File: src/hdl/clk_rst_pkg.sv
// Constants for the clock, reset and pad control block
package clk_rst_pkg;
  // Supported crystal references
  localparam int unsigned CRYSTAL_LOW_HZ   = 32768;
  localparam int unsigned CRYSTAL_HIGH_HZ  = 38400;
  // Output frequency with the lower reference
  localparam int unsigned CORE_CLK_HZ      = 16580000;
  localparam int unsigned SYS_CLK_HZ       = 125000000;
  // First prescaler divides the loop clock into the display DMA clock
  localparam int unsigned PRE1_DIV         = SYS_CLK_HZ / CORE_CLK_HZ;
  localparam int unsigned PRE2_DIV         = 1;
  localparam int unsigned DIV_W            = 4;
  localparam logic [DIV_W-1:0] PRE1_LAST   = DIV_W'(PRE1_DIV - 1);
  localparam logic [DIV_W-1:0] PRE2_LAST   = DIV_W'(PRE2_DIV - 1);
  // Least external reset hold time
  localparam real        RESET_HOLD_S      = 1.2;
  localparam longint     RESET_HOLD_CYC    = longint'(RESET_HOLD_S * SYS_CLK_HZ);
  // Pad select encoding
  typedef enum logic {PAD_GPIO, PAD_CLKOUT} pad_sel_t;
  localparam logic       PAD_SEL_RST       = 1'h0;
  localparam logic       CLKOUT_EN_RST     = 1'h1;
  localparam logic [2:0] SYNC_RST          = 3'h0;
endpackage : clk_rst_pkg

File: src/hdl/clock_reset_pin_logic.sv
// Clock generation enables, clock output pad and reset pin logic
`timescale 1ns/100ps
`default_nettype none
module clock_reset_pin_logic (
  input  wire logic sys_clk,
  input  wire logic rst_b,
  input  wire logic crystal_input,
  input  wire logic crystal_sel_high,
  output logic      crystal_drive_output,
  output logic      pll_output_clock,
  output logic      core_system_clock,
  output logic      display_dma_clock,
  input  wire logic reset_pin_b,
  input  wire logic cpu_reset_instr,
  output logic      cpu_reset_b,
  output logic      periph_reset_b,
  input  wire logic pad_sel_clkout,
  input  wire logic clkout_enable,
  input  wire logic port_f_bit_two_out,
  input  wire logic port_f_bit_two_oe,
  output logic      port_f_bit_two_in,
  input  wire logic clock_output_pin_i,
  output logic      clock_output_pin_o,
  output logic      clock_output_pin_oe,
  output logic      crystal_is_high
);
  logic [2:0] rst_sync_ff;
  logic [2:0] nxt_rst_sync;
  logic [2:0] pad_sync_ff;
  logic [2:0] nxt_pad_sync;
  logic       rst_level_ff;
  logic       nxt_rst_level;
  logic       sel_ff;
  logic       nxt_sel;
  logic       dis_ff;
  logic       nxt_dis;
  logic       hi_ff;
  logic       nxt_hi;
  logic       clkgen_ff;
  logic       nxt_clkgen;
  logic       pin_o_ff;
  logic       nxt_pin_o;
  logic       pin_oe_ff;
  logic       nxt_pin_oe;
  logic       pin_in_ff;
  logic       nxt_pin_in;
  logic       pll_en;
  logic       dma_en;
  logic       sys_en;

  // Loop enable free-runs; crystal feeds the oscillator only
  assign pll_en = 1'b1;

  prescaler #(.W(clk_rst_pkg::DIV_W)) u_pre1 (
    .sys_clk (sys_clk),
    .rst_b   (rst_b),
    .en_in   (pll_en),
    .last    (clk_rst_pkg::PRE1_LAST),
    .en_out  (dma_en)
  );
  prescaler #(.W(clk_rst_pkg::DIV_W)) u_pre2 (
    .sys_clk (sys_clk),
    .rst_b   (rst_b),
    .en_in   (dma_en),
    .last    (clk_rst_pkg::PRE2_LAST),
    .en_out  (sys_en)
  );

  assign pll_output_clock     = pll_en;
  assign display_dma_clock    = dma_en;
  assign core_system_clock    = sys_en;
  assign crystal_drive_output = ~crystal_input;
  assign crystal_is_high      = hi_ff;
  assign cpu_reset_b          = rst_level_ff;
  assign periph_reset_b       = rst_level_ff;
  assign clock_output_pin_o   = pin_o_ff;
  assign clock_output_pin_oe  = pin_oe_ff;
  assign port_f_bit_two_in    = pin_in_ff;

  always_comb begin
    nxt_rst_sync  = {rst_sync_ff[1:0], reset_pin_b};
    nxt_pad_sync  = {pad_sync_ff[1:0], clock_output_pin_i};
    nxt_rst_level = rst_level_ff;
    if (rst_sync_ff[1] == rst_sync_ff[2] && !cpu_reset_instr) begin
      nxt_rst_level = rst_sync_ff[2];
    end
    nxt_sel = pad_sel_clkout;
    nxt_dis = ~clkout_enable;
    nxt_hi  = crystal_sel_high;
    nxt_clkgen = clkgen_ff ^ sys_en;
    nxt_pin_in = pin_in_ff;
    if (pad_sync_ff[1] == pad_sync_ff[2]) begin
      nxt_pin_in = pad_sync_ff[2];
    end
    if (sel_ff) begin
      nxt_pin_o  = clkgen_ff & ~dis_ff;
      nxt_pin_oe = ~dis_ff;
    end else begin
      nxt_pin_o  = port_f_bit_two_out;
      nxt_pin_oe = port_f_bit_two_oe;
    end
  end

  always_ff @(posedge sys_clk or negedge rst_b) begin
    if (!rst_b) begin
      rst_sync_ff  <= clk_rst_pkg::SYNC_RST;
      pad_sync_ff  <= '0;
      rst_level_ff <= 1'b0;
      sel_ff       <= clk_rst_pkg::PAD_SEL_RST;
      dis_ff       <= ~clk_rst_pkg::CLKOUT_EN_RST;
      hi_ff        <= 1'b0;
      clkgen_ff    <= 1'b0;
      pin_o_ff     <= 1'b0;
      pin_oe_ff    <= 1'b0;
      pin_in_ff    <= 1'b0;
    end else begin
      rst_sync_ff  <= nxt_rst_sync;
      pad_sync_ff  <= nxt_pad_sync;
      rst_level_ff <= nxt_rst_level;
      sel_ff       <= nxt_sel;
      dis_ff       <= nxt_dis;
      hi_ff        <= nxt_hi;
      clkgen_ff    <= nxt_clkgen;
      pin_o_ff     <= nxt_pin_o;
      pin_oe_ff    <= nxt_pin_oe;
      pin_in_ff    <= nxt_pin_in;
    end
  end

  // Assertions
  property p_reset_follow;
    @(posedge sys_clk) disable iff (!rst_b)
    (rst_sync_ff[2] == 1'b0 && rst_sync_ff[1] == 1'b0 && !cpu_reset_instr) |=> !cpu_reset_b;
  endproperty
  a_reset_follow: assert property (p_reset_follow) else $error("reset pin low not applied");
  property p_instr_hold;
    @(posedge sys_clk) disable iff (!rst_b)
    cpu_reset_instr |=> $stable(cpu_reset_b);
  endproperty
  a_instr_hold: assert property (p_instr_hold) else $error("reset moved during reset instruction");
  property p_both_reset;
    @(posedge sys_clk) disable iff (!rst_b)
    (rst_sync_ff[2] == 1'b0 && rst_sync_ff[1] == 1'b0 && !cpu_reset_instr) |=> !periph_reset_b;
  endproperty
  a_both_reset: assert property (p_both_reset) else $error("cpu and peripheral reset differ");
  property p_disable;
    @(posedge sys_clk) disable iff (!rst_b)
    (!clkout_enable && pad_sel_clkout) ##1 (dis_ff && sel_ff) |=> !clock_output_pin_oe && !clock_output_pin_o;
  endproperty
  a_disable: assert property (p_disable) else $error("clock output not disabled");
  property p_gpio;
    @(posedge sys_clk) disable iff (!rst_b)
    !sel_ff |=> clock_output_pin_oe == $past(port_f_bit_two_oe) && clock_output_pin_o == $past(port_f_bit_two_out);
  endproperty
  a_gpio: assert property (p_gpio) else $error("pad not under port control");
  property p_clkout;
    @(posedge sys_clk) disable iff (!rst_b)
    (sel_ff && !dis_ff) |=> clock_output_pin_oe && clock_output_pin_o == $past(clkgen_ff);
  endproperty
  a_clkout: assert property (p_clkout) else $error("clock output wrong");
  property p_sys_rate;
    @(posedge sys_clk) disable iff (!rst_b)
    sys_en |=> !sys_en [*6];
  endproperty
  a_sys_rate: assert property (p_sys_rate) else $error("system clock enable too fast");
  property p_sys_period;
    @(posedge sys_clk) disable iff (!rst_b)
    sys_en |-> ##[1:7] sys_en;
  endproperty
  a_sys_period: assert property (p_sys_period) else $error("system clock enable late");
  property p_reset_pad;
    @(posedge sys_clk) $rose(rst_b) |-> !clock_output_pin_oe && !sel_ff;
  endproperty
  a_reset_pad: assert property (p_reset_pad) else $error("pad not input after reset");
  c_clkout: cover property (@(posedge sys_clk) disable iff (!rst_b) sel_ff && clock_output_pin_oe);
  c_instr: cover property (@(posedge sys_clk) disable iff (!rst_b) cpu_reset_instr && !rst_sync_ff[2]);
  c_reset: cover property (@(posedge sys_clk) disable iff (!rst_b) $fell(cpu_reset_b));
  property p_dma_rate;
    @(posedge sys_clk) disable iff (!rst_b)
    display_dma_clock |=> !display_dma_clock [*6];
  endproperty
  a_dma_rate: assert property (p_dma_rate) else $error("display DMA enable too fast");
  property p_dma_period;
    @(posedge sys_clk) disable iff (!rst_b)
    display_dma_clock |-> ##7 display_dma_clock;
  endproperty
  a_dma_period: assert property (p_dma_period) else $error("display DMA enable not periodic");
  property p_crystal_sel;
    @(posedge sys_clk) disable iff (!rst_b)
    1'b1 |=> crystal_is_high == $past(crystal_sel_high);
  endproperty
  a_crystal_sel: assert property (p_crystal_sel) else $error("crystal select not registered");
  property p_reset_release;
    @(posedge sys_clk) disable iff (!rst_b)
    (rst_sync_ff[2] && rst_sync_ff[1] && !cpu_reset_instr) |=> cpu_reset_b;
  endproperty
  a_reset_release: assert property (p_reset_release) else $error("reset not released");
  property p_instr_periph;
    @(posedge sys_clk) disable iff (!rst_b)
    cpu_reset_instr |=> $stable(periph_reset_b);
  endproperty
  a_instr_periph: assert property (p_instr_periph) else $error("peripheral reset moved during instruction");
  property p_pad_filter;
    @(posedge sys_clk) disable iff (!rst_b)
    (pad_sync_ff[2] == pad_sync_ff[1]) |=> port_f_bit_two_in == $past(pad_sync_ff[2]);
  endproperty
  a_pad_filter: assert property (p_pad_filter) else $error("pad input not filtered");
  c_gpio_drive: cover property (@(posedge sys_clk) disable iff (!rst_b) !sel_ff && clock_output_pin_oe);
  c_clkout_off: cover property (@(posedge sys_clk) disable iff (!rst_b) sel_ff && dis_ff && !clock_output_pin_oe);
endmodule : clock_reset_pin_logic
`default_nettype wire

File: src/hdl/prescaler.sv
// Parameterised enable-pulse prescaler
`timescale 1ns/100ps
`default_nettype none
module prescaler #(
  parameter int unsigned W = 4
) (
  input  wire logic         sys_clk,
  input  wire logic         rst_b,
  input  wire logic         en_in,
  input  wire logic [W-1:0] last,
  output logic              en_out
);
  logic [W-1:0] cnt_ff;
  logic [W-1:0] nxt_cnt;

  always_comb begin
    nxt_cnt = cnt_ff;
    en_out  = 1'b0;
    if (en_in) begin
      if (cnt_ff >= last) begin
        nxt_cnt = '0;
        en_out  = 1'b1;
      end else begin
        nxt_cnt = cnt_ff + W'(1);
      end
    end
  end

  always_ff @(posedge sys_clk or negedge rst_b) begin
    if (!rst_b) begin
      cnt_ff <= '0;
    end else begin
      cnt_ff <= nxt_cnt;
    end
  end
endmodule : prescaler
`default_nettype wire

File: config.mk
export PLATFORM = sky130hd
export DESIGN_NAME = clock_reset_pin_logic
export DESIGN_NICKNAME = d
export VERILOG_FILES = /design/src/hdl/clk_rst_pkg.sv /design/src/hdl/clock_reset_pin_logic.sv /design/src/hdl/prescaler.sv
export SDC_FILE = /design/constraint.sdc
export NUM_CORES = 1
export LEC_CHECK = 0
export ABC_CLOCK_PERIOD_IN_PS = 1600
export BUFFER_PORTS_ARGS = -buffer_cell sky130_fd_sc_hd__buf_2
export CAP_MARGIN = 10
export CORE_MARGIN = 2
export CORE_UTILIZATION = 29
export DETAILED_ROUTE_END_ITERATION = 6
export PLACE_DENSITY_LB_ADDON = 0.3
export RECOVER_POWER = 25
export SYNTH_ARGS = -nofsm -noshare
export SYNTH_HDL_FRONTEND = slang
export SYNTH_SLANG_ARGS = --single-unit
File: constraint.sdc
create_clock -name sys_clk -period 1.6 [get_ports sys_clk]
set_input_delay 0.24 -clock sys_clk [delete_from_list [all_inputs] [get_ports sys_clk]]
set_output_delay 0.24 -clock sys_clk [all_outputs]
set_load 0.01 [all_outputs]
== After elaboration in Yosys (flattened, before gate mapping) ==
Cells that the tools add are included.

* Add/sub/neg operators: 2
* $mul: 0
* Div/mod/pow operators: 0
* Magnitude comparators: 2
* Eq/ne operators: 2
* Shifts and indexed selects: 0
* Mux-type cells: 7
* Bitwise operators: 5
* Reduce and logical (&&, ||, !) cells: 2

{| class="wikitable"
|+ Operators by type and width
! kind !! count
|-
| 4-bit by 1-bit adder with 4-bit output (second input constant) || 2
|-
| 4-bit 2-to-1 mux || 2
|-
| 1-bit 2-to-1 mux || 5
|-
| 4-bit by 1-bit >= comparator with 1-bit output (second input constant) || 1
|-
| 4-bit by 3-bit >= comparator with 1-bit output (second input constant) || 1
|-
| 1-bit NOT || 3
|-
| 1-bit equality test || 2
|-
| 1-bit bitwise AND || 1
|-
| 1-bit logical AND || 1
|-
| 1-bit zero test || 1
|-
| 1-bit XOR || 1
|}

* Register bits: 22
* Latch bits: 0
* Bits in writable memories: 0
* ROM bits: 0
* Output and inout port bits: 10
* Word-level logic and storage cells: 32
* Memories kept: 0

== Longest topological paths before layout ==
Gate-level depths: netlist of run 1.

* Word-level depth: 4
* Mapped depth: 5

== Modules after synthesis ==
A second synthesis of run 1 with hierarchy kept.

* Cell total of the unflattened synthesis: 97
* Area total of the unflattened synthesis: 1,061.0 sq um

{| class="wikitable"
|+ Modules (own cells, without submodules)
! module !! times used !! cells each !! area an instance (sq um)
|-
| prescaler || 2 || 33 || 305.3
|-
| clock_reset_pin_logic || 1 || 31 || 450.4
|}

== Worst setup path before layout of run 1 ==
No wires, ideal clock.

* Path kind: reg-to-output
* Start: reg u_pre1.cnt_ff[1]
* End: out display_dma_clock
* Data arrival time: 1.026 ns
* Data required time: 1.360 ns
* Slack: 0.334 ns
* Stages on the path, launching flop included: 5
* Path buffers: 1
* Path through: dfrtp_1 -> ha_1 -> o21ai_1 -> nand2b_2 -> buf_4

* Word-level cells in the longest chain between the ends: 2

{| class="wikitable"
|+ Ends and longest elaborated chain
! element !! RTL line !! text
|-
| from (decl) || prescaler.sv:13 || <nowiki>logic [W-1:0] cnt_ff;</nowiki>
|-
| from (signal assigned) || prescaler.sv:33 || <nowiki>cnt_ff <= nxt_cnt;</nowiki>
|-
| 4-bit by 3-bit >= comparator with 1-bit output || prescaler.sv:20 || <nowiki>if (cnt_ff >= last) begin</nowiki>
|-
| 1-bit 2-to-1 mux || prescaler.sv:20 ||
|-
| to (decl) || clock_reset_pin_logic.sv:12 || <nowiki>output logic display_dma_clock,</nowiki>
|}

Every way passes these cells.

== Worst setup path after layout of run 1 ==
* Start: reg u_pre1.cnt_ff[0]
* End: out core_system_clock

* Word-level cells in the longest chain between the ends: 3

{| class="wikitable"
|+ Ends and longest elaborated chain
! element !! RTL line !! text
|-
| 4-bit by 3-bit >= comparator with 1-bit output || prescaler.sv:20 ||
|-
| 1-bit 2-to-1 mux || prescaler.sv:20 ||
|-
| 1-bit 2-to-1 mux || prescaler.sv:19 || <nowiki>if (en_in) begin</nowiki>
|-
| to (decl) || clock_reset_pin_logic.sv:11 || <nowiki>output logic core_system_clock,</nowiki>
|}

Every way passes these cells.

==> impl_metrics.tcl, run 1 <==
set metrics [dict create \
    largest_register_ffs 4 \
    grt_pass1_vias 382 \
    yosys-top-cells-count "dfrtp_1, inv_1, buf_4, nor2_1, o21ai_0" \
    max_stage_delay_ps 380 \
    fmax_mhz 654 \
    setup_violations 0 \
    start_kind "register" \
    dp_hpwl_um 598 \
    top_register "u_pre1.cnt_ff" \
    clock-root-buffer "clkbuf_4" \
    maxCapViolations 0 \
    via_per_inst 3.78 \
    clk_pin_slew_ps 100 \
    min_path_type "primary input to register" \
    wire_per_inst_um 9.46 \
    post-route-min-period_ps 1530 \
    cellLeakagePower_nw 0.419 \
    grt.total_usage 0.0816 \
    path_max_fanout 5 \
    area_growth_pct 32.1 \
    cts_inserted_buffers 3 \
    netlist_area_um2 634 \
    die_h_um 50.8 \
    core_um2 2020 \
    async_flop_share 1.00 \
    rows 16 \
    synth_top_cell_area_share 0.710 \
    antenna_left 0 \
    crit_family "flip-flops" \
    rsz0062_at_grt "no" \
    crit_required_ps 1360 \
    power_mw 0.911 \
    totalWireLength_um 927 \
    synth-main-ff-cell "dfrtp_1" \
    drive_above_1_share 0.437 \
    port_buffers 19 \
    grt-ovfl-total 0 \
    seq_area_frac_synth 0.710 \
    slew_violations 0 \
    avgSynthCellArea_um2 13.5 \
    cts_tree "yes" \
    top_regs "u_pre1.cnt_ff x4, pad_sync_ff x3, rst_sync_ff x3" \
    io_pins 21 \
    synth_seq_cells 18 \
    yosys_warnings 0 \
    clockBufferDepth 2 \
    clkLatencyLatePin_ps 280 \
    peakVddDrop_mv 0.452 \
    start_util 0.314 \
    die_area_um2 2580 \
    firstDrtPassIters 2 \
    outcome "finished, final reports clean" \
    syn_nets 60 \
    powerDensity_nw_per_um2 1090 \
    final.period_utilization 0.956 \
    finClkSkew_ps 2.90 \
    antenna_found_initial 0 \
    path_buf_inv 2 \
    drc 0 \
    synth_most_common_cell "dfrtp_1" \
    cp.arrival_ps 1290 \
    vias 370 \
    setup_tns_ps 0 \
    synthTopCellsByArea "dfrtp_1, ha_1, buf_4" \
    die_w_um 50.8 \
    diodes 0 \
    gp_congestion 0.598 \
    path_class "register to output pin" \
    synth.distinct_cells 17 \
    endpoint_kind "output pin" \
    yosys.area.top_type "dfrtp_1" \
    htree_levels 1 \
    grt_pass1_wl_um 1510 \
    synth_edf_count 0 \
    cts_sinks 18 \
    syn_inst 47 \
    final-hold-violation-count 0 \
    crit_path_cell_trace "inv_2, ha_4, o21ai_4, nand2b_4, buf_2" \
    nets 85 \
    drt_iter0_drc 4 \
    crit_slowest_cell "dfrtp_1" \
    grt_max_degree 19 \
]
## per-stage QoR
step	cells	area [um^2]	hold slack [ps]	util	worst slack [ps]
final	98	838	55.5	0.415	71.0
after global routing	98	838	42.6	0.415	1.19
after CTS	97	802	48.0	0.397	40.4
after detailed placement	90	741	186	0.366	317
after global placement	90	741	180	0.366	348
after floorplan	47	634	-55.6	-	334
## cell usage in the layout, fill, tap and decap left out, types with 2 or more instances in the layout
master / n
buf_2: 19
buf_4: 3
clkbuf_4: 3
conb_1: 2
dfrtp_1: 18
inv_1: 5
nor2_1: 3
o21ai_0: 3
## routing by layer
metal  up-vias  part of all wire  GRT usage
li1        188                 -          -
met5         -                 0          0
met2        12              0.49      0.138
met3         2             0.046     0.0119
met4         0             0.027     0.0676
met1       168              0.43     0.0897
## worst reg2reg max path: stages, from the launching register on
cell and delay, ps:
dfrtp_1 410, buf_4 130, buf_4 130, ha_1 210, nor4b_2 220, a21oi_1 70, nor2_1 80
## worst paths after layout
kind                            cells after the start          startpoint  slack [ps]                 to
worst min-delay path                                1  clock_output_pin_i          60     pad_sync_ff[0]
worst max register to register                      6    u_pre1.cnt_ff[0]         300   u_pre1.cnt_ff[2]
worst max-delay path                                5    u_pre1.cnt_ff[0]          70  core_system_clock
worst min register to register                      0      pad_sync_ff[0]         360     pad_sync_ff[1]
max in group asynchronous                           2               rst_b         920             dis_ff
min in group asynchronous                           2               rst_b         400    crystal_is_high
## layout make-up
| type | instances | area (um^2) |
|---|---|---|
| clock buffer | 4 | 36.3 |
| fill | 202 | 1180 |
| inverter | 6 | 22.5 |
| multi-input combinational | 20 | 168 |
| sequential | 18 | 450 |
| tap | 27 | 33.8 |
| timing repair buffer | 23 | 128 |
## logic make-up (layout without fill, tap and decap cells)
logic type | after synthesis | in the layout | synth area share
compound gates | 5 | 5 | 0.0394
xor+xnor | 1 | 1 | 0.0138
fa+ha+maj | 3 | 3 | 0.0552
buf+inv | 9 | 33 | 0.0710
flops | 18 | 18 | 0.710
mux | 1 | 1 | 0.0158
other cells | 2 | 2 | 0.0118
simple gates | 8 | 8 | 0.0828
## timing repair
action                                 in CTS  in global routing
cloned                                      0                  0
setup endpoints to repair                   2                  2
gates resized for setup                     0                  6
pin swaps                                   0                  1
endpoints found under the hold margin      18                  0
hold buffers                                1                  0
buffers inserted                            2                  1
## where the power goes
part           internal (mW)  total (mW)  switching (mW)
sequential             0.498       0.523          0.0247
clock                  0.138       0.269           0.130
combinational         0.0609       0.120          0.0588
(Power assumes the default switching activity.)
==> run 2, diff against run 1 <==
Settings changed: CORE_ASPECT_RATIO set to 1.5.
==> run 2 against run 1 <==
Effect of this change:
- global-route usage rose by 0.67 points
- final cell count fell by 5.1%
- non-clock buffer count did not move
- sequential cell count did not move
- combinational power fell by 6%
- register-to-register slack improved by 60 ps
- via count rose by 4.6%
- critical path depth did not move
- design area fell by 2.8%
==> impl_metrics.tcl, run 2 (synthesis results as in run 1) <==
set metrics [dict create \
    maxCapViolations 0 \
    rows 20 \
    drc 0 \
    path_class "register to output pin" \
    endpoint_kind "output pin" \
    fmax_mhz 652 \
    layout_common_cells "buf_2, dfrtp_1, inv_1" \
    path_depth 5 \
    port_buffers 19 \
    largest_register_ffs 4 \
    drive_above_1_share 0.423 \
    die_area_um2 2590 \
    firstDrtPassIters 1 \
    path_max_fanout 4 \
    grt_util_met3 0.0176 \
    htree_levels 1 \
    grt-ovfl-total 0 \
    rrSetupSlack_ps 360 \
    path_buf_inv 2 \
    grt_pass1_vias 403 \
    met2_usage 0.163 \
    via_per_inst 4.16 \
    clock-root-buffer "clkbuf_4" \
    min_path_type "primary input to register" \
    vias 387 \
    dp_hpwl_um 703 \
    max_stage_delay_ps 360 \
    clockBufferDepth 2 \
    drt_iter0_drc 0 \
    finalWorstSetupSlack_ps 66.5 \
    antenna_found_initial 0 \
    globalRouteMet1Util 0.0817 \
    place_worst_setup_slack_ps 314 \
    finClkSkew_ps 4.80 \
    wire_per_inst_um 10.2 \
    crit_slowest_cell "dfrtp_1" \
    peakVddDrop_mv 0.554 \
    rsz0062_at_grt "yes" \
    die_w_um 42.2 \
    slew_violations 0 \
    final.period_utilization 0.958 \
    start_util 0.309 \
    crit_family "flip-flops" \
    final-hold-violation-count 0 \
    cts_sinks 18 \
    start_kind "register" \
    die_h_um 61.3 \
    reg2regPathDepth 6 \
    post-route-min-period_ps 1530 \
    layout_commonest_cell "buf_2" \
    nets 85 \
    r2r_end "clkgen_ff" \
    outcome "finished, final reports clean" \
    core_um2 2050 \
    clkLatencyLatePin_ps 290 \
    antenna_left 0 \
    diodes 0 \
    grt.busiest_layer "met2" \
    cellLeakagePower_nw 0.418 \
    powerDensity_nw_per_um2 1120 \
    cts_tree "yes" \
    crit_path_cell_trace "inv_1, ha_2, o21ai_2, nand2b_4, buf_2" \
    io_pins 21 \
    gp_congestion 0.621 \
    top_regs "u_pre1.cnt_ff x4, pad_sync_ff x3, rst_sync_ff x3" \
    cp-endpoint "core_system_clock" \
    grt.total_usage 0.0883 \
    grt_max_degree 19 \
    crit_required_ps 1360 \
    totalWireLength_um 944 \
    grt_pass1_wl_um 1590 \
    cp.arrival_ps 1290 \
    r2r-start "u_pre1.cnt_ff[0]" \
    area_growth_pct 28.4 \
    setup_violations 0 \
    clk_pin_slew_ps 100 \
    top_register "u_pre1.cnt_ff" \
    crit_path_start "u_pre1.cnt_ff[0]" \
    dp_cells 85 \
    cts_inserted_buffers 3 \
    finalCoreUtilization 0.397 \
    final_cells 93 \
]
run 2: through the flow:
step | power (mW) | hold slack (ps) | instance area, um^2 | TNS, ps
after floorplan | 0.586 | -55.6 | 634 | 0
after global placement | 0.629 | 187 | 734 | 0
after detailed placement | 0.632 | 181 | 734 | 0
after CTS | 0.914 | 39.9 | 796 | 0
after global routing | 0.970 | 24.4 | 815 | -32.7
final | 0.910 | 45.3 | 815 | 0
run 2: cell type report:
cell class | count | area, um^2
fillers | 212 | 1240
clock buffers | 4 | 36.3
repair buffers | 23 | 128
well taps | 22 | 27.5
inverters | 6 | 22.5
multi-input cells | 20 | 150
flip-flops and latches | 18 | 450
run 2: how the worst min path moves through the flow:
stage | start | end | slack [ps] | depth (start not counted)
after floorplan | rst_b | clkgen_ff | -60 | 0
after global placement | rst_b | rst_sync_ff[0] | 190 | 1
after detailed placement | rst_b | rst_sync_ff[1] | 180 | 1
after CTS | pad_sel_clkout | sel_ff | 40 | 1
after global routing | clock_output_pin_i | pad_sync_ff[0] | 20 | 1
final | pad_sel_clkout | sel_ff | 50 | 1
run 2: routing by layer:
metal,part of all wire,routed length (um),up-vias
li1,-,-,187
met1,0.36,342,184
met2,0.56,531,13
met3,0.043,41,3
met4,0.030,28,0
met5,0,0,-
run 2: worst reg2reg max path, delay by kind of cell, from the launching register on:
kind | cells | cell delay [ps]
AOI/OAI and AO/OA | 1 | 180
adders and majority gates | 1 | 190
DFF | 1 | 360
and+or+nand+nor | 1 | 80
buffers and inverters | 2 | 190
xor gates and xnor gates | 1 | 130
run 2: repair_timing:
item / CTS / global route
resized for setup: 0 / 3
hold buffers: 1 / 0
buffers inserted: 2 / 1
hold endpoints to repair: 18 / 0
endpoints found under the setup margin: 2 / 2
pin swaps: 0 / 1
run 2: power by group:
part	switching, mW	internal, mW
Combinational	0.0566	0.0567
Clock	0.134	0.139
Sequential	0.0248	0.498
Total	0.216	0.694
==> run 3, diff against run 2 <==
Settings changed: CELL_PAD_IN_SITES_DETAIL_PLACEMENT set to 1, CELL_PAD_IN_SITES_GLOBAL_PLACEMENT set to 1.
==> run 3 against run 2 <==
Effect of this change:
- sequential share of layout area stayed put
- clock skew fell by 3.9 ps
- largest power group unchanged
- critical path depth stayed put
- sequential power about the same
- critical endpoint unchanged
- wire length is 7.0% higher
==> impl_metrics.tcl, run 3 (synthesis results as in run 1) <==
set metrics [dict create \
    r2r-start "u_pre1.cnt_ff[0]" \
    slew_violations 0 \
    min_path_type "primary input to register" \
    top_regs "u_pre1.cnt_ff x4, pad_sync_ff x3, rst_sync_ff x3" \
    hold_depth 1 \
    crit_path_cell_trace "inv_1, ha_2, o21ai_2, nand2b_4, buf_2" \
    crit_required_ps 1360 \
    core_um2 2050 \
    clkLatencyLatePin_ps 290 \
    totalWireLength_um 1010 \
    clockBufferDepth 2 \
    fmax_mhz 647 \
    grt_pass1_wl_um 1640 \
    drc 0 \
    htree_levels 1 \
    clock-root-buffer "clkbuf_4" \
    start_kind "register" \
    grt_pass1_vias 380 \
    drt_iter0_drc 0 \
    p_sw_frac 0.247 \
    crit_slowest_cell "dfrtp_1" \
    min-delay-start "clock_output_pin_i" \
    place_area_um2 734 \
    p_clk_frac 0.253 \
    antenna_left 0 \
    multi_input_area_um2 150 \
    wire_per_inst_um 10.7 \
    fin_area_um2 815 \
    post-route-min-period_ps 1540 \
    drive_above_1_share 0.417 \
    nets 87 \
    place_worst_setup_slack_ps 297 \
    final.period_utilization 0.965 \
    cts_inserted_buffers 3 \
    maxCapViolations 0 \
    power_mw 0.858 \
    area_growth_pct 28.4 \
    grt.total_usage 0.0964 \
    rows 20 \
    reg2regPathDepth 6 \
    gp_congestion 0.659 \
    p_switching_mw 0.212 \
    path_max_fanout 4 \
    port_buffers 19 \
    endpoint_kind "output pin" \
    cp.arrival_ps 1300 \
    finClkSkew_ps 0.850 \
    top_register "u_pre1.cnt_ff" \
    antenna_found_initial 0 \
    setup_violations 0 \
    diodes 0 \
    path_class "register to output pin" \
    dp_hpwl_um 738 \
    dp_cells 85 \
    start_util 0.309 \
    cellLeakagePower_nw 0.418 \
    finalCoreUtilization 0.397 \
    layout_common_cells "dfrtp_1, buf_2, inv_1" \
    worst_hold_slack_ps 44.2 \
    grt-ovfl-total 0 \
    num-fill-cells 241 \
    cts_sinks 18 \
    finalWorstSetupSlack_ps 55.4 \
    die_w_um 42.2 \
    io_pins 21 \
    vias 399 \
    die_area_um2 2590 \
    powerDensity_nw_per_um2 1050 \
    internal_power_mw 0.646 \
    final_cells 94 \
    setup_tns_ps 0 \
    final-hold-violation-count 0 \
    peakVddDrop_mv 0.468 \
    crit_path_start "u_pre1.cnt_ff[0]" \
    cts_tree "yes" \
    via_per_inst 4.24 \
    firstDrtPassIters 1 \
    rsz0062_at_grt "yes" \
    die_h_um 61.3 \
    grt_max_degree 19 \
    clk_pin_slew_ps 90 \
    seqCellArea_um2 450 \
    p_comb_frac 0.137 \
    largest_register_ffs 4 \
    outcome "finished, final reports clean" \
    max_stage_delay_ps 370 \
    power_frac_seq 0.610 \
]
-- run 3: changes by cell type in the layout (fill, tap and decap cells not counted) --
cell	change
clkbuf_1	+1
clkbuf_8	-1
buf_4	+2
buf_2	-1
-- run 3: final timing paths --
check                                     to  slack (ps)
max in group asynchronous   u_pre1.cnt_ff[0]         940
setup reg to reg            u_pre1.cnt_ff[2]         340
hold / removal                pad_sync_ff[0]          40
min in group asynchronous  port_f_bit_two_in         390
setup / recovery           core_system_clock          60
hold reg to reg               pad_sync_ff[1]         360
-- run 3: what timing repair did --
item	in CTS	in global routing
endpoints found under the hold margin	18	0
gates resized for setup	1	2
hold buffers	1	0
buffers inserted	2	3
setup endpoints to repair	2	2
pin swaps	0	1
-- run 3: critical path: cells and delay by family (launching register included) --
family	cells	cell delay, ps
flops	1	370
buf+inv	2	190
fa+ha+maj	1	190
compound gates	1	180
simple gates	1	80
-- run 3: power groups by stage --
stage,clock network [mW],logic [mW],registers (mW)
final,0.217,0.118,0.524
after global routing,0.239,0.133,0.532
after CTS,0.229,0.111,0.525
after detailed placement,0,0.0969,0.537
after global placement,0,0.0961,0.534
after floorplan,0,0.0505,0.536
-- run 3: layout make-up --
type	instances	area share
timing repair buffer	25	0.174
tap	22	0.0338
sequential	18	0.553
multi-input combinational	20	0.184
inverter	6	0.0276
clock buffer	3	0.0276
-- run 3: metal layers --
layer / wire, um / vias up / GRT usage
li1: - / 191 / -
met1: 394 / 188 / 0.0966
met2: 486 / 15 / 0.145
met3: 59 / 5 / 0.0117
met4: 71 / 0 / 0.147
met5: 0 / - / 0
